--- src/rtl/mmd_pkg.sv ---
// Shared constants and types for the memory map decoder.
// Assumes one system clock and that all inputs are on that clock.
package mmd_pkg;

	// Address space layout: 256 segments of 64 KB, pages of 16 KB.
	localparam int ADDR_W = 24;
	localparam int SEG_COUNT = 256;
	localparam int SEG_BYTES = 65536;
	localparam int PAGE_BYTES = 16384;

	// Region bounds, inclusive start and end.
	localparam logic [23:0] IMB_LO = 24'hff_ff00;
	localparam logic [23:0] TRAP_LO = 24'hf0_0000;
	localparam logic [23:0] EPS_MIR_LO = 24'he8_8000;
	localparam logic [23:0] EPS_LO = 24'he8_0000;
	localparam logic [23:0] PS_MIR_LO = 24'he0_8000;
	localparam logic [23:0] PS_LO = 24'he0_0000;
	localparam logic [23:0] FL_RSV_LO = 24'hcd_0000;
	localparam logic [23:0] FL_LO = 24'hc0_0000;
	localparam logic [23:0] FL_INT_LO = 24'hc0_f000;
	localparam logic [23:0] FL_INT_HI = 24'hc0_ffff;
	localparam logic [23:0] EXT_HI_LO = 24'h40_0000;
	localparam logic [23:0] EXT_IO_LO = 24'h21_0000;
	localparam logic [23:0] EXT_IO_HI = 24'h3f_ffff;
	localparam logic [23:0] PB_RSV2_LO = 24'h20_c000;
	localparam logic [23:0] PB_ALT_LO = 24'h20_8000;
	localparam logic [23:0] PB_RSV1_LO = 24'h20_6000;
	localparam logic [23:0] PB_LO = 24'h20_0000;
	localparam logic [23:0] EXT_MID_LO = 24'h01_0000;
	localparam logic [23:0] SFR_LO = 24'h00_fe00;
	localparam logic [23:0] DP_LO = 24'h00_f600;
	localparam logic [23:0] DP_BIT_LO = 24'h00_fd00;
	localparam logic [23:0] DP_RSV_LO = 24'h00_f200;
	localparam logic [23:0] EXTENDED_FUNCTION_REGS_LO = 24'h00_f000;
	localparam logic [23:0] EXTERNAL_SIDE_FUNCTION_REGS_LO = 24'h00_e000;
	localparam logic [23:0] DS_LO = 24'h00_a000;
	localparam logic [23:0] SB_LO = 24'h00_8000;

	// Flash unlock command location.
	localparam logic [23:0] PW_ADDR = 24'hc0_0aaa;
	localparam int FL_SECT_W = 6;
	localparam int FL_SECTORS = 256;
	localparam int FL_PROG_BYTES = 128;
	localparam int PSWP_UNIT_SH = 10;

	// Route targets.
	typedef enum logic [3:0] {
		MMD_NONE, MMD_IMB, MMD_TRAP, MMD_EMULATED_PROGRAM_SRAM, MMD_PROGRAM_SRAM,
		MMD_FLASH, MMD_EXT, MMD_PBUS, MMD_SFR, MMD_EXTENDED_FUNCTION_REGS,
		MMD_EXTERNAL_SIDE_FUNCTION_REGS, MMD_DUAL_PORT_RAM, MMD_DATA_SRAM, MMD_STANDBY_SRAM
	} mmd_tgt_e;

	// Password unlock sequencer states.
	typedef enum logic [1:0] {
		MMD_PW_IDLE, MMD_PW_KEY1, MMD_PW_OPEN
	} mmd_pw_e;

	// One access request from the CPU.
	typedef struct packed {
		logic valid;
		logic write;
		logic word;
		logic general_purpose_register;
		logic [3:0] gpr_num;
		logic gpr_hi;
		logic [23:0] addr;
		logic [15:0] wdata;
	} mmd_req_s;

	// Decoded route for one request.
	typedef struct packed {
		logic valid;
		mmd_tgt_e tgt;
		logic [23:0] addr;
		logic [1:0] be;
		logic sysbus;
		logic ext_io;
		logic trap;
		logic wr_block;
		logic rd_block;
		logic bit_addr;
		logic stall;
		logic [1:0] fmod;
		logic [5:0] fsect;
		logic [19:0] fline;
	} mmd_route_s;

endpackage

--- src/rtl/mmd_memory_map_decoder.sv ---
// Memory map decoder: routes fetch and data accesses to their targets.
// Assumes requests, strap and protection inputs share core_clk.
`timescale 1ns/1ps

// Overview of operation
// [RQ1] One linear 16 MB space, 64 KB segments.
// [RQ2] Byte and word access everywhere.
// [RQ3] Shaded reserved areas go external when present; the PB_RSV2_LO area goes external even without the bus.
// [RQ4] Internal data memories decode in segment zero.
// [RQ5] Instruction fetches handled by program fetch unit.
// [RQ6] Data transfers handled by data transfer unit.
// [RQ7] Cross-unit accesses use the system bus.
// [RQ8] System bus carries both directions concurrently.
// [RQ9] Program SRAM via fetch unit, write-protectable region.
// [RQ10] Data SRAM through its own interface.
// [RQ11] Dual-port RAM holds register banks.
// [RQ12] Top 256 bytes and GPRs bit addressable.
// [RQ13] Two 512-byte register spaces decoded.
// [RQ14] Software avoids unused register addresses.
// [RQ15] Standby SRAM own interface, standby powered.
// [RQ16] Flash modules split into 4 KB sectors.
// [RQ17] Sectors write-protectable; 128-byte programming blocks.
// [RQ18] Top sector of first segment kept internal.
// [RQ19] Flash read protect, password unlocks temporarily.
// [RQ20] 128-bit flash reads, parallel module access.
// [RQ21] External IO region disables pipeline optimisations.
// [RQ22] Every address mapped; trap ranges flagged.
module mmd_memory_map_decoder #(
	parameter int FL_SECT_N = mmd_pkg::FL_SECTORS
) (
	input wire logic core_clk,
	input wire logic rst_b,
	input wire logic clk_en,
	input wire logic ext_bus_present,
	input wire mmd_pkg::mmd_req_s fetch_req,
	input wire mmd_pkg::mmd_req_s data_req,
	input wire logic [23:0] gpr_cp,
	input wire logic [5:0] program_sram_wp_kb,
	input wire logic flash_rd_prot,
	input wire logic [FL_SECT_N-1:0] flash_sect_wp,
	input wire logic [15:0] pw_key1,
	input wire logic [15:0] pw_key2,
	output mmd_pkg::mmd_route_s fetch_route,
	output mmd_pkg::mmd_route_s data_route,
	output logic flash_unlocked
);
	import mmd_pkg::*;

	////////////////////////////////////////////////////////////////////
	// State and helper functions.
	////////////////////////////////////////////////////////////////////

	// All state of the decoder lives in this one record.
	typedef struct packed {
		mmd_route_s fetch;
		mmd_route_s data;
		mmd_pw_e pw;
	} mmd_state_s;

	mmd_state_s st_r; // Registered state.
	mmd_state_s st_nxt; // Next state.

	// Map one address onto its target. Shared by both request paths.
	function automatic mmd_tgt_e mmd_decode(input logic [23:0] a,
		input logic ext_ok);
		mmd_tgt_e rsv;
		rsv = ext_ok ? MMD_EXT : MMD_NONE; // [RQ3]
		if (a >= IMB_LO) begin
			mmd_decode = MMD_IMB;
		end else if (a >= TRAP_LO) begin
			mmd_decode = MMD_TRAP; // [RQ22]
		end else if (a >= EPS_LO) begin
			mmd_decode = MMD_EMULATED_PROGRAM_SRAM; // Mirror folds onto the copy.
		end else if (a >= PS_LO) begin
			mmd_decode = MMD_PROGRAM_SRAM; // [RQ9]
		end else if (a >= FL_RSV_LO) begin
			mmd_decode = rsv;
		end else if (a >= FL_LO) begin
			mmd_decode = MMD_FLASH; // [RQ16]
		end else if (a >= PB_RSV2_LO) begin
			mmd_decode = MMD_EXT; // Reserved hole 2, upper external and IO areas.
		end else if (a >= PB_ALT_LO) begin
			mmd_decode = MMD_PBUS;
		end else if (a >= PB_RSV1_LO) begin
			mmd_decode = rsv;
		end else if (a >= PB_LO) begin
			mmd_decode = MMD_PBUS;
		end else if (a >= EXT_MID_LO) begin
			mmd_decode = MMD_EXT;
		end else if (a >= SFR_LO) begin
			mmd_decode = MMD_SFR; // [RQ4] [RQ13]
		end else if (a >= DP_LO) begin
			mmd_decode = MMD_DUAL_PORT_RAM; // [RQ4]
		end else if (a >= DP_RSV_LO) begin
			mmd_decode = rsv;
		end else if (a >= EXTENDED_FUNCTION_REGS_LO) begin
			mmd_decode = MMD_EXTENDED_FUNCTION_REGS; // [RQ13]
		end else if (a >= EXTERNAL_SIDE_FUNCTION_REGS_LO) begin
			mmd_decode = MMD_EXTERNAL_SIDE_FUNCTION_REGS;
		end else if (a >= DS_LO) begin
			mmd_decode = MMD_DATA_SRAM; // [RQ10]
		end else if (a >= SB_LO) begin
			mmd_decode = MMD_STANDBY_SRAM; // [RQ15]
		end else begin
			mmd_decode = MMD_EXT;
		end
	endfunction

	// True for targets owned by the program fetch unit.
	function automatic logic mmd_is_prog(input mmd_tgt_e t);
		mmd_is_prog = (t == MMD_FLASH) || (t == MMD_PROGRAM_SRAM) ||
			(t == MMD_EMULATED_PROGRAM_SRAM);
	endfunction

	// Flash module number from the address.
	function automatic logic [1:0] mmd_fmod(input logic [23:0] a);
		mmd_fmod = a[19:18];
	endfunction

	// Build a full route for one request.
	function automatic mmd_route_s mmd_route(input mmd_req_s rq,
		input logic [23:0] a, input logic is_fetch,
		input logic ext_ok, input logic [5:0] wp_kb,
		input logic rd_prot, input logic open_pw,
		input logic [FL_SECT_N-1:0] sect_wp);
		mmd_route_s r;
		logic [7:0] gsect;
		logic [15:0] wp_lim;
		r = '0;
		r.valid = rq.valid;
		r.tgt = mmd_decode(a, ext_ok); // [RQ1] [RQ22]
		// Words sit on even addresses; bytes pick a lane.
		r.addr = rq.word ? {a[23:1], 1'b0} : a; // [RQ2]
		r.be = rq.word ? 2'b11 : (a[0] ? 2'b10 : 2'b01); // [RQ2]
		// Fetches to data-side targets and data to program memory
		// both cross over the system bus.
		r.sysbus = (r.tgt != MMD_NONE) &&
			(is_fetch != mmd_is_prog(r.tgt)); // [RQ5] [RQ6] [RQ7]
		r.ext_io = (a >= EXT_IO_LO) && (a <= EXT_IO_HI); // [RQ21]
		r.trap = (r.tgt == MMD_TRAP) ||
			((a >= FL_INT_LO) && (a <= FL_INT_HI)); // [RQ18]
		r.bit_addr = rq.general_purpose_register || ((r.tgt == MMD_DUAL_PORT_RAM) &&
			(a >= DP_BIT_LO)); // [RQ12]
		r.fmod = mmd_fmod(a);
		r.fsect = a[17:12]; // [RQ16]
		r.fline = a[23:4]; // [RQ20]
		gsect = {r.fmod, r.fsect};
		wp_lim = {wp_kb, 10'h000};
		if (rq.write && (r.tgt == MMD_PROGRAM_SRAM) &&
			(a[15:0] < wp_lim)) begin
			r.wr_block = 1'b1; // [RQ9]
		end
		if (rq.write && (r.tgt == MMD_FLASH) &&
			(a != PW_ADDR) && sect_wp[gsect]) begin
			r.wr_block = 1'b1; // [RQ17]
		end
		// Only data reads are fenced; code keeps running from flash.
		if (!is_fetch && !rq.write && (r.tgt == MMD_FLASH) &&
			rd_prot && !open_pw) begin
			r.rd_block = 1'b1; // [RQ19]
		end
		mmd_route = r;
	endfunction

	////////////////////////////////////////////////////////////////////
	// Next-state logic.
	////////////////////////////////////////////////////////////////////

	logic [23:0] gpr_addr; // Register bank address for GENERAL_PURPOSE_REGISTER accesses.
	logic [23:0] data_addr; // Effective data address.
	logic pw_hit; // Data write to the unlock location.
	logic pw_open; // Unlock currently granted.

	// Register bank addressing: words at 2n, bytes low/high of 0..7.
	always_comb begin
		gpr_addr = '0;
		if (data_req.gpr_hi || !data_req.word) begin
			gpr_addr = gpr_cp + {19'h0, 1'b0, data_req.gpr_num[2:0],
				data_req.gpr_hi}; // [RQ11]
		end else begin
			gpr_addr = gpr_cp + {19'h0, data_req.gpr_num,
				1'b0}; // [RQ11]
		end
		data_addr = data_req.general_purpose_register ? gpr_addr : data_req.addr;
	end

	// Decode both paths and run the unlock sequencer.
	always_comb begin
		st_nxt = st_r;
		pw_open = (st_r.pw == MMD_PW_OPEN);
		pw_hit = data_req.valid && data_req.write && data_req.word &&
			!data_req.general_purpose_register && (data_req.addr == PW_ADDR);
		// Fetch and data paths decode in the same cycle; the system
		// bus may carry one transfer each way at once.
		st_nxt.fetch = mmd_route(fetch_req, fetch_req.addr, 1'b1,
			ext_bus_present, program_sram_wp_kb, flash_rd_prot, pw_open,
			flash_sect_wp); // [RQ5] [RQ8]
		st_nxt.data = mmd_route(data_req, data_addr, 1'b0,
			ext_bus_present, program_sram_wp_kb, flash_rd_prot, pw_open,
			flash_sect_wp); // [RQ6] [RQ8]
		// One flash module serves one 128-bit read at a time; the
		// data side waits when both sides hit the same module.
		if (fetch_req.valid && data_req.valid &&
			(st_nxt.fetch.tgt == MMD_FLASH) &&
			(st_nxt.data.tgt == MMD_FLASH) &&
			(st_nxt.fetch.fmod == st_nxt.data.fmod)) begin
			st_nxt.data.stall = 1'b1; // [RQ20]
		end
		// Two keyed writes open flash; any later word write to PW_ADDR relocks.
		case (st_r.pw)
			MMD_PW_IDLE: begin
				if (pw_hit && (data_req.wdata == pw_key1)) begin
					st_nxt.pw = MMD_PW_KEY1; // [RQ19]
				end
			end
			MMD_PW_KEY1: begin
				if (pw_hit && (data_req.wdata == pw_key2)) begin
					st_nxt.pw = MMD_PW_OPEN; // [RQ19]
				end else if (pw_hit) begin
					st_nxt.pw = MMD_PW_IDLE;
				end
			end
			MMD_PW_OPEN: begin
				if (pw_hit) begin
					st_nxt.pw = MMD_PW_IDLE; // [RQ19]
				end
			end
			default: begin
				st_nxt.pw = MMD_PW_IDLE;
			end
		endcase
	end

	////////////////////////////////////////////////////////////////////
	// State register.
	////////////////////////////////////////////////////////////////////

	// Synchronous reset; clock enable low freezes everything.
	always_ff @(posedge core_clk) begin
		if (!rst_b) begin
			st_r <= '0;
		end else if (clk_en) begin
			st_r <= st_nxt;
		end
	end

	// Outputs come straight from the state flops.
	assign fetch_route = st_r.fetch;
	assign data_route = st_r.data;
	assign flash_unlocked = (st_r.pw == MMD_PW_OPEN);

endmodule // mmd_memory_map_decoder

--- config.mk ---
export PLATFORM = sky130hd
export DESIGN_NAME = mmd_memory_map_decoder
export DESIGN_NICKNAME = d
export VERILOG_FILES = /design/src/rtl/mmd_pkg.sv /design/src/rtl/mmd_memory_map_decoder.sv
export SDC_FILE = /design/constraint.sdc
export NUM_CORES = 1
export LEC_CHECK = 0
export ABC_AREA = 1
export BUFFER_PORTS_ARGS = -buffer_cell sky130_fd_sc_hd__buf_2
export CORE_AREA = 4 4 210 212
export CTS_CLUSTER_DIAMETER = 40
export DETAILED_ROUTE_END_ITERATION = 10
export DIE_AREA = 0 0 214 216
export HOLD_SLACK_MARGIN = 0.1
export SLEW_MARGIN = 25
export SYNTH_ARGS = -nofsm -noshare
export SYNTH_HDL_FRONTEND = slang
export SYNTH_SLANG_ARGS = --single-unit
--- constraint.sdc ---
create_clock -name core_clk -period 4.7 [get_ports core_clk]
set_input_delay 0.705 -clock core_clk [delete_from_list [all_inputs] [get_ports core_clk]]
set_output_delay 0.705 -clock core_clk [all_outputs]
set_load 0.01 [all_outputs]
### After elaboration in Yosys (flattened, before gate mapping)

Index checks and enable logic that the tools add are counted.

| storage, ports and cells | value |
|---|---|
| input bits | 421 |
| bits in registers | 132 |
| logic and storage cells | 206 |
| output and inout bits | 133 |

| cells by class | value |
|---|---|
| $add $sub $neg | 2 |
| eq/ne operators | 19 |
| bitwise operators | 1 |
| mux-type cells | 59 |
| order comparisons | 50 |
| reduce and logical (&&, ||, !) cells | 48 |

Operators by type and width:

| kind | number |
|---|---|
| greater-or-equal comparator 24 x 16 -> 1 bit (second input constant) | 16 |
| greater-or-equal comparator 24 bit (second input constant) | 14 |
| greater-or-equal comparator 24 x 22 -> 1 bit (second input constant) | 10 |
| 2-to-1 mux 4 bit | 36 |
| greater-or-equal comparator 24 x 17 -> 1 bit (second input constant) | 2 |
| <= comparator 24 x 22 -> 1 bit (second input constant) | 2 |
| <= comparator 24 bit (second input constant) | 2 |
| 2-to-1 mux 24 bit | 2 |
| != test 24 bit (second input constant) | 2 |
| equality test 16 bit | 2 |
| less-than comparator 16 bit | 2 |
| logical AND 1 bit | 31 |
| adder 24 x 4 -> 24 bit | 1 |
| adder 24 x 5 -> 24 bit | 1 |
| equality test 24 bit (second input constant) | 1 |
| less-than comparator 8 x 9 -> 1 bit (second input constant) | 2 |
| binary-select mux 1 bit (select 8 bit) | 2 |
| equality test 4 x 2 -> 1 bit (second input constant) | 4 |
| equality test 4 x 3 -> 1 bit (second input constant) | 4 |
| 2-to-1 mux 2 bit | 7 |
| 2-to-1 mux 1 bit | 10 |
| logical OR 1 bit | 9 |
| equality test 4 bit (second input constant) | 2 |
| nonzero test 4 bit | 2 |
| other kinds (10) | 13 |

### Longest topological paths before layout

Gate-level depths: netlist of run 1.

| depth | value |
|---|---|
| depth after elaboration | 28 |
| mapped depth | 34 |

### Least setup slack after synthesis of run 1

No wires, ideal clock.

| path | value |
|---|---|
| path type | input to register |
| from | input port data_req[41] (netlist bit) |
| to | register st_r, in the netlist data_route[31] |
| slack | 1.225 ns |
| data required time | 4.569 ns |
| stages | 33 |
| setup time | 0.131 ns |
| arrival | 3.344 ns |
| path buffers | 0 |
| cells stage by stage | ha_1 inv_1 fa_1 inv_1 nand2_1 nand2_1 nand2_1 nand2_2 nand3_4 o21ai_0 nand3_1 nand2_2 nand2_1 nor2_4 nand2_4 inv_2 nand2_1 inv_1 nand2_1 nand2_1 nand2_1 nand2_1 nand2_1 nand2_1 nand2_1 nand2_1 nand2_1 nand2_1 nand2_2 nand2_2 nand2_1 nand3_1 a21oi_2 |

| on the way | value |
|---|---|
| word-level cells in the longest chain between the ends | 27 |
| elaborated cells between the ends (all ways) | 53 |
| classes of those cells | add/sub (2); order compare (19); eq/ne (3); mux (24); reduce/logical (5) |

Ends and longest elaborated chain:

| element | RTL line | RTL |
|---|---|---|
| from (decl) | mmd_memory_map_decoder.sv:36 | `input wire mmd_pkg::mmd_req_s data_req,` |
| adder 24 x 5 -> 24 bit / adder 24 x 4 -> 24 bit (equally long branches) | mmd_memory_map_decoder.sv:181, mmd_memory_map_decoder.sv:178 |  |
| 2-to-1 mux 24 bit (*) | mmd_memory_map_decoder.sv:177 | `if (data_req.gpr_hi \|\| !data_req.word) begin` |
| 2-to-1 mux 24 bit (*) | mmd_memory_map_decoder.sv:184 | `data_addr = data_req.general_purpose_register ? gpr_addr : data_req.addr;` |
| greater-or-equal comparator 24 x 16 -> 1 bit | mmd_memory_map_decoder.sv:102 | `end else if (a >= SB_LO) begin` |
| 2-to-1 mux 4 bit | mmd_memory_map_decoder.sv:102 |  |
| 2-to-1 mux 4 bit | mmd_memory_map_decoder.sv:100 | `end else if (a >= DS_LO) begin` |
| 2-to-1 mux 4 bit | mmd_memory_map_decoder.sv:98 | `end else if (a >= EXTERNAL_SIDE_FUNCTION_REGS_LO) begin` |
| 2-to-1 mux 4 bit | mmd_memory_map_decoder.sv:96 | `end else if (a >= EXTENDED_FUNCTION_REGS_LO) begin` |
| (+10 left out) | n/a |  |
| 2-to-1 mux 4 bit | mmd_memory_map_decoder.sv:74 | `end else if (a >= PS_LO) begin` |
| 2-to-1 mux 4 bit | mmd_memory_map_decoder.sv:72 | `end else if (a >= EPS_LO) begin` |
| 2-to-1 mux 4 bit | mmd_memory_map_decoder.sv:70 | `end else if (a >= TRAP_LO) begin` |
| 2-to-1 mux 4 bit | mmd_memory_map_decoder.sv:68 | `if (a >= IMB_LO) begin` |
| equality test 4 x 3 -> 1 bit (on tied branches) | mmd_memory_map_decoder.sv:149, mmd_memory_map_decoder.sv:153 |  |
| logical AND 1 bit (on tied branches) (2 in a row) | mmd_memory_map_decoder.sv:149, mmd_memory_map_decoder.sv:153 |  |
| 2-to-1 mux 1 bit / logical AND 1 bit (equally long branches) | mmd_memory_map_decoder.sv:149, mmd_memory_map_decoder.sv:154 |  |
| 2-to-1 mux 1 bit (*) | mmd_memory_map_decoder.sv:153 | `if (rq.write && (r.tgt == MMD_FLASH) &&` |
| to (signal assigned) | mmd_memory_map_decoder.sv:243 | `st_r <= st_nxt;` |
| to (decl) | mmd_memory_map_decoder.sv:60 | `mmd_state_s st_r;` |

Every way passes the cells marked *; elsewhere a longest branch is shown, timed or not. The select of a mux whose other input is x is not followed.
A chain may end at the register's enable or synchronous reset.

### Worst setup path in the final report of run 1

Same ends and word-level chain as after synthesis.

==> results of run 1 <==
## flip-flops by register name (all words and copies together) (netlist names)
signal	count
data_route	38
st_r	2
fetch_route	36
## final timing paths
kind                                  end  cells past startpoint  slack [ns]                    startpoint
max           data_route[31]$_SDFFE_PN0P_                     29        0.73                  data_req[41]
min          fetch_route[31]$_SDFFE_PN0P_                      2        0.46  fetch_route[31]$_SDFFE_PN0P_
max reg2reg          st_r[1]$_SDFFE_PN0P_                      6        3.41          st_r[0]$_SDFFE_PN0P_
min reg2reg  fetch_route[31]$_SDFFE_PN0P_                      2        0.46  fetch_route[31]$_SDFFE_PN0P_
## cells in the mapped netlist, types with 5 or more instances
master | instances | area share
nand4_1 | 40 | 0.021
nand3_1 | 222 | 0.094
inv_1 | 177 | 0.056
nor2_1 | 138 | 0.044
or2_2 | 14 | 0.0074
xor2_1 | 20 | 0.015
o21ai_1 | 9 | 0.0038
nand2_2 | 13 | 0.0069
a221oi_1 | 13 | 0.0097
a31oi_1 | 9 | 0.0048
buf_1 | 9 | 0.0029
o21ai_0 | 112 | 0.048
nor3_1 | 15 | 0.0064
nor2_2 | 9 | 0.0048
xnor2_1 | 10 | 0.0074
a21oi_1 | 163 | 0.069
dfxtp_1 | 76 | 0.13
clkinv_1 | 5 | 0.0016
clkbuf_1 | 74 | 0.024
o211ai_1 | 60 | 0.038
nor4_1 | 17 | 0.0090
nand2_1 | 725 | 0.23
buf_2 | 23 | 0.0098
a22oi_1 | 8 | 0.0051
buf_4 | 147 | 0.094
ha_1 | 14 | 0.015
inv_2 | 5 | 0.0016
## metal layers
| metal | track usage | wire length [microns] |
|---|---|---|
| met1 | 0.308 | 24400 |
| met2 | 0.383 | 26500 |
| met3 | 0.0646 | 5380 |
| met4 | 0.0774 | 1660 |
| met5 | 0 | 58 |
## power breakdown
group	internal (uW)	leakage (uW)	switching (uW)	total [uW]
logic	495	0.00680	863	1360
registers	689	0.000630	32.7	722
clock network	427	0.000142	310	737
total	1610	0.00757	1210	2820
## placed cells by master (no fill, tap or decap), types with 5 or more instances in the layout
| master | n |
|---|---|
| nand2_1 | 724 |
| buf_2 | 528 |
| nand3_1 | 222 |
| inv_1 | 177 |
| a21oi_1 | 163 |
| nor2_1 | 137 |
| o21ai_0 | 112 |
| dfxtp_1 | 76 |
| o211ai_1 | 60 |
| nand4_1 | 40 |
| buf_4 | 38 |
| xor2_1 | 20 |
| nor4_1 | 17 |
| nor3_1 | 15 |
| diode_2 | 14 |
| or2_2 | 14 |
| ha_1 | 14 |
| nand2_2 | 13 |
| a221oi_1 | 13 |
| xnor2_1 | 10 |
| buf_12 | 10 |
| nor2_2 | 9 |
| o21ai_1 | 9 |
| a31oi_1 | 9 |
| clkbuf_16 | 9 |
| a22oi_1 | 8 |
| nor2_4 | 5 |
| clkinv_1 | 5 |
## logic make-up (layout without fill, tap and decap cells)
kind of cell / Yosys count / in the layout
AOI/OAI and AO/OA: 408 / 408
other: 1 / 16
xor gates and xnor gates: 30 / 30
adders and majority gates: 16 / 16
and+or+nand+nor: 1203 / 1203
buffers and inverters: 444 / 779
DFF: 76 / 76
## worst min-delay path: cells and delay by family, from the launching register on
kind | cells | cell delay, ns
flip-flops | 1 | 0.31
AO/OA/AOI/OAI | 1 | 0.05
AND/OR/NAND/NOR | 1 | 0.06
## cell type report
type	instances	area [sq um]
Inverter	187	703
Fill cell	4834	27600
Tap cell	539	674
Sequential cell	76	1520
Clock inverter	5	58.8
Clock buffer	11	243
Timing Repair Buffer	576	3130
Multi-Input combinational cell	1659	8020
Antenna cell	14	35.0
## per-stage QoR
stage / area (sq um) / utilization / power (uW)
floorplan: 11800 / - / 1580
global placement: 14000 / 0.335 / 2070
detailed placement: 14000 / 0.335 / 2080
CTS: 14400 / 0.342 / 2830
global route: 14400 / 0.343 / 3010
finish: 14400 / 0.343 / 2820
==> results_dict.tcl, run 1 <==
set metrics [dict create \
    status "complete, no violations" \
    ctsLongestPathBuffers 2 \
    coreArea_sq_um 41900 \
    fp-row-count 75 \
    ys_types 51 \
    max_stage_delay_ns 0.38 \
    period_minus_slack_ns 3.97 \
    drive_gt1_frac 0.258 \
    p_per_area_nw_per_um2 196 \
    setup_viol 0 \
    die-area_sq_um 46200 \
    arrival_ns 4.18 \
    drtAntennaViolNets 0 \
    cts.sinks 76 \
    yosys_warnings 0 \
    path_max_fanout 30 \
    syn2layout_area_growth_pct 22.0 \
    synth_adder_area_share 0.0183 \
    vias_per_cell 5.09 \
    worst_slack_ns 0.733 \
    drt_iter0_drc 1831 \
    drv_cap 0 \
    fin_crit_sh 0.844 \
    ys_seq_area_frac 0.129 \
    syn_area_sq_um 11800 \
    clkLatencyLatePin_ns 0.36 \
    leakagePower_uw 0.00757 \
    route.detailed.drc 0 \
    synth_mux_area_frac 0 \
    holdWs_ns 0.462 \
    final_nets 2946 \
    yosys.area_share.simple 0.435 \
    first_pass_iters 6 \
    peakVddDrop_v 0.000133 \
    vias 15626 \
    synth-compound-area-share 0.202 \
    placed_cells 3037 \
    hold_class "flip-flop to flip-flop" \
    post_cts_resized 0 \
    cts_buffers 9 \
    worst_pin_slew_ns 0.807 \
    wire_per_inst_microns 18.9 \
    drt-total-wl_microns 58000 \
    path_common_cell "nand2_1" \
    cp_slowest_cell "fa_1" \
    ys.flop_type "dfxtp_1" \
    die_y_microns 216 \
    async_flop_share 0 \
    startpoint_type "primary input" \
    grtUsageTotal 0.237 \
    fmax_mhz 252 \
    synth_top_family_by_area "simple AND/OR/NAND/NOR gates" \
    crit_required_ns 4.92 \
    portBuffers 530 \
    synthCells 2178 \
    antenna_found_initial 17 \
    grt_max_degree 77 \
    gp_congestion 0.929 \
    cp-end-kind "flip-flop" \
    post_cts_buffers 0 \
    rsz0062_at_grt "false" \
    clk_transition_reported_paths_ns 0.06 \
    grt_pass1_vias 14532 \
    hold_buffers 0 \
    skew_ns 0.000965 \
    grt_first_pass_wirelength_microns 86400 \
    h-tree-depth 3 \
    gr-total-overflow 0 \
    synth_edf_count 0 \
    cp_top_family "simple AND/OR/NAND/NOR gates" \
    crit_type "primary input to flip-flop" \
    synth_xor_xnor_area_share 0.0223 \
    hold_viol 0 \
    tns_ns 0 \
    stdcell_count 3067 \
    path_buf_inv 6 \
    syn_area_per_cell_sq_um 5.41 \
    die_w_microns 214 \
    maxSlewViolCount 0 \
    ys_ff_latch 76 \
    start_util 0.281 \
    dpl.hpwl_microns 45800 \
    root_buffer "clkbuf_16" \
    max_slew_margin 0.457 \
    pre_cts_slack_ns 0.405 \
    boundaryPins 554 \
    cts_tree "done" \
]
(Power assumes the default switching activity.)
==> inputs of run 2 (changes only) <==
--- a/config.mk
+++ b/config.mk
@@ -5,12 +5,12 @@
 export SDC_FILE = /design/constraint.sdc
 export NUM_CORES = 1
 export LEC_CHECK = 0
-export ABC_AREA = 1
+export ABC_AREA = 0
 export BUFFER_PORTS_ARGS = -buffer_cell sky130_fd_sc_hd__buf_2
-export CORE_AREA = 4 4 210 212
+export CORE_AREA = 4 4 213 215
 export CTS_CLUSTER_DIAMETER = 40
 export DETAILED_ROUTE_END_ITERATION = 10
-export DIE_AREA = 0 0 214 216
+export DIE_AREA = 0 0 217 219
 export HOLD_SLACK_MARGIN = 0.1
 export SLEW_MARGIN = 25
 export SYNTH_ARGS = -nofsm -noshare
==> constraint.sdc (replaced) <==
create_clock -name core_clk -period 3.6 [get_ports core_clk]
set_input_delay 0.54 -clock core_clk [delete_from_list [all_inputs] [get_ports core_clk]]
set_output_delay 0.54 -clock core_clk [all_outputs]
set_load 0.01 [all_outputs]
==> run 2 against run 1 <==
The run now ends with setup timing left. Power rose by 59%. Synthesized area up 15%. Cell count down 5.8%. First-iteration DRC count shrank 10%. Die area up 2.8%. Largest power group unchanged. Highest routed layer unchanged.
==> results_dict.tcl, run 2 <==
set metrics [dict create \
    coreArea_sq_um 43700 \
    grtUsageTotal 0.278 \
    drtAntennaViolNets 0 \
    worst_pin_slew_ns 0.818 \
    startpoint_type "primary input" \
    cts.sinks 76 \
    path_cells "buf_8, ha_4, inv_2, fa_2, nand3b_1, buf_6, a21o_4, a31oi_4, buf_8, o211ai_1, buf_6, nand2_1, and3_1, a211oi_1, a2111oi_2, buf_4, o211ai_1, a32o_2, a22oi_2, a21oi_1" \
    yosysMostFrequentCell "mux2i_1" \
    vias 16884 \
    worst_slack_ns -0.394 \
    gp_congestion 0.971 \
    path_buf_inv 6 \
    die_y_microns 219 \
    cp-end-kind "flip-flop" \
    drive_gt1_frac 0.475 \
    final_cell_mix "buf_2, buf_4, mux2i_1, nor2_1, nand2_1" \
    skew_ns 0.00860 \
    fp-row-count 77 \
    utilization 0.433 \
    nFillCells 4490 \
    period_minus_slack_ns 3.99 \
    ctsLongestPathBuffers 2 \
    path_max_fanout 8 \
    syn_area_sq_um 13600 \
    ys_seq_area_frac 0.112 \
    wire_per_inst_microns 24.7 \
    grt_max_degree 69 \
    ys.flop_type "dfxtp_1" \
    multi_input_area_sq_um 10900 \
    p_per_area_nw_per_um2 237 \
    final_nets 2719 \
    drt_iter0_drc 1642 \
    yosys-top-cells-count "mux2i_1, nor2_1, buf_4" \
    fin_crit_sh 1.11 \
    reg2regPathDepth 6 \
    cp_top_family "compound AO/OA/AOI/OAI gates" \
    rsz0062_at_grt "true" \
    setup_viol 9 \
    critical_path_cell_count 20 \
    cp_slowest_cell "fa_2" \
    gr-total-overflow 0 \
    peakVddDrop_v 0.000174 \
    async_flop_share 0 \
    yosys-top-cells-area "mux2i_1, dfxtp_1, mux4_2" \
    ys_types 98 \
    boundaryPins 554 \
    synth_edf_count 0 \
    syn2layout_area_growth_pct 39.7 \
    max_slew_margin 0.454 \
    fmax_mhz 250 \
    portBuffers 530 \
    arrival_ns 4.22 \
    maxSlewViolCount 0 \
    die-area_sq_um 47500 \
    die_w_microns 217 \
    h-tree-depth 3 \
    stdcell_count 2890 \
    cts_buffers 9 \
    drt-total-wl_microns 71400 \
    synthCells 1708 \
    dpl.hpwl_microns 58900 \
    start_util 0.310 \
    crit_required_ns 3.83 \
    violations "setup timing" \
    cts_tree "done" \
    status "finished, violations left" \
    root_buffer "clkbuf_16" \
    yosys_warnings 0 \
    crit_type "primary input to flip-flop" \
    finalInstanceArea_sq_um 19000 \
    final_common_cell "buf_2" \
    clkLatencyLatePin_ns 0.34 \
    clk_transition_reported_paths_ns 0.07 \
    grt_first_pass_wirelength_microns 102000 \
    placed_cells 2838 \
    grt_pass1_vias 16031 \
    vias_per_cell 5.84 \
    drv_cap 0 \
    hold_class "primary input to flip-flop" \
    synth_top_area_cell "mux2i_1" \
    placed_cell_area_sq_um 17900 \
    final-seq-area_sq_um 1520 \
    hold_viol 0 \
    synth_top_area_share 0.135 \
    max_stage_delay_ns 0.36 \
    ys_ff_latch 76 \
    leakagePower_uw 0.00864 \
    route.detailed.drc 0 \
    antenna_found_initial 36 \
    hold_path_depth 3 \
    first_pass_iters 6 \
    syn_area_per_cell_sq_um 7.95 \
    largest_register_ffs 38 \
]
run 2: cell types whose count changed after synthesis, moves of 51 or more:
cell,previous run,this run
mux2_2,0,51
nand3_1,222,75
mux2i_1,0,183
mux4_2,0,58
a21oi_1,163,77
inv_1,177,28
nand2_1,725,114
run 2: worst paths after layout:
| check | from | to | slack, ns |
|---|---|---|---|
| worst max-delay path | gpr_cp[1] | data_route[31]$_SDFFE_PN0P_ | -0.39 |
| worst min-delay path | fetch_req[17] | fetch_route[38]$_SDFFE_PN0P_ | 0.45 |
| worst max register to register | st_r[0]$_SDFFE_PN0P_ | st_r[1]$_SDFFE_PN0P_ | 2.24 |
| worst min register to register | data_route[28]$_SDFFE_PN0P_ | data_route[28]$_SDFFE_PN0P_ | 0.46 |
run 2: what timing repair did:
item | in CTS | in global routing
buffers inserted | 8 | 19
resized for setup | 52 | 58
cloned | 1 | 1
hold buffers | 0 | 0
pin swaps | 25 | 33
endpoints found under the setup margin | 9 | 9
run 2: tightest hold or removal path, cell delays in order:
cell	delay (ns)
buf_2	0.08
mux2i_1	0.06
nor2_1	0.07
run 2: stage by stage:
stage	hold slack, ns	setup TNS (ns)	total power (uW)	worst slack (ns)
5_1_grt	0.450	-2.86	4720	-0.486
4_1_cts	0.441	-1.81	4410	-0.327
3_3_place_gp	0.436	-6.38	3340	-0.900
3_5_place_dp	0.450	-6.63	3370	-0.899
2_1_floorplan	0.426	-0.875	2310	-0.343
6_report	0.447	-1.91	4490	-0.394
run 2: logic make-up after synthesis:
group / share of synthesized area
AO/OA/AOI/OAI: 0.245
XOR/XNOR: 0.0336
adder cells (fa/ha/maj): 0.0166
buffers and inverters: 0.130
flip-flops: 0.112
multiplexers: 0.273
other: 0.000276
AND/OR/NAND/NOR: 0.189
run 2: final cells by class:
cell class	count	area share
Sequential cell	76	0.0803
Multi-Input combinational cell	1323	0.574
Inverter	33	0.00726
Antenna cell	11	0.00145
Clock inverter	6	0.00370
Clock buffer	10	0.0126
Timing Repair Buffer	839	0.282
Tap cell	592	0.0391
run 2: metal layers:
metal	share of wire	global-route usage
met2	0.47	0.470
met3	0.092	0.0719
met1	0.41	0.361
met4	0.023	0.0566
met5	0.0040	0
run 2: power by group:
| part | total [uW] | switching [uW] | internal [uW] |
|---|---|---|---|
| registers | 933 | 40.9 | 892 |
| logic | 2590 | 1400 | 1190 |
| clock network | 966 | 405 | 562 |
| total | 4490 | 1840 | 2640 |
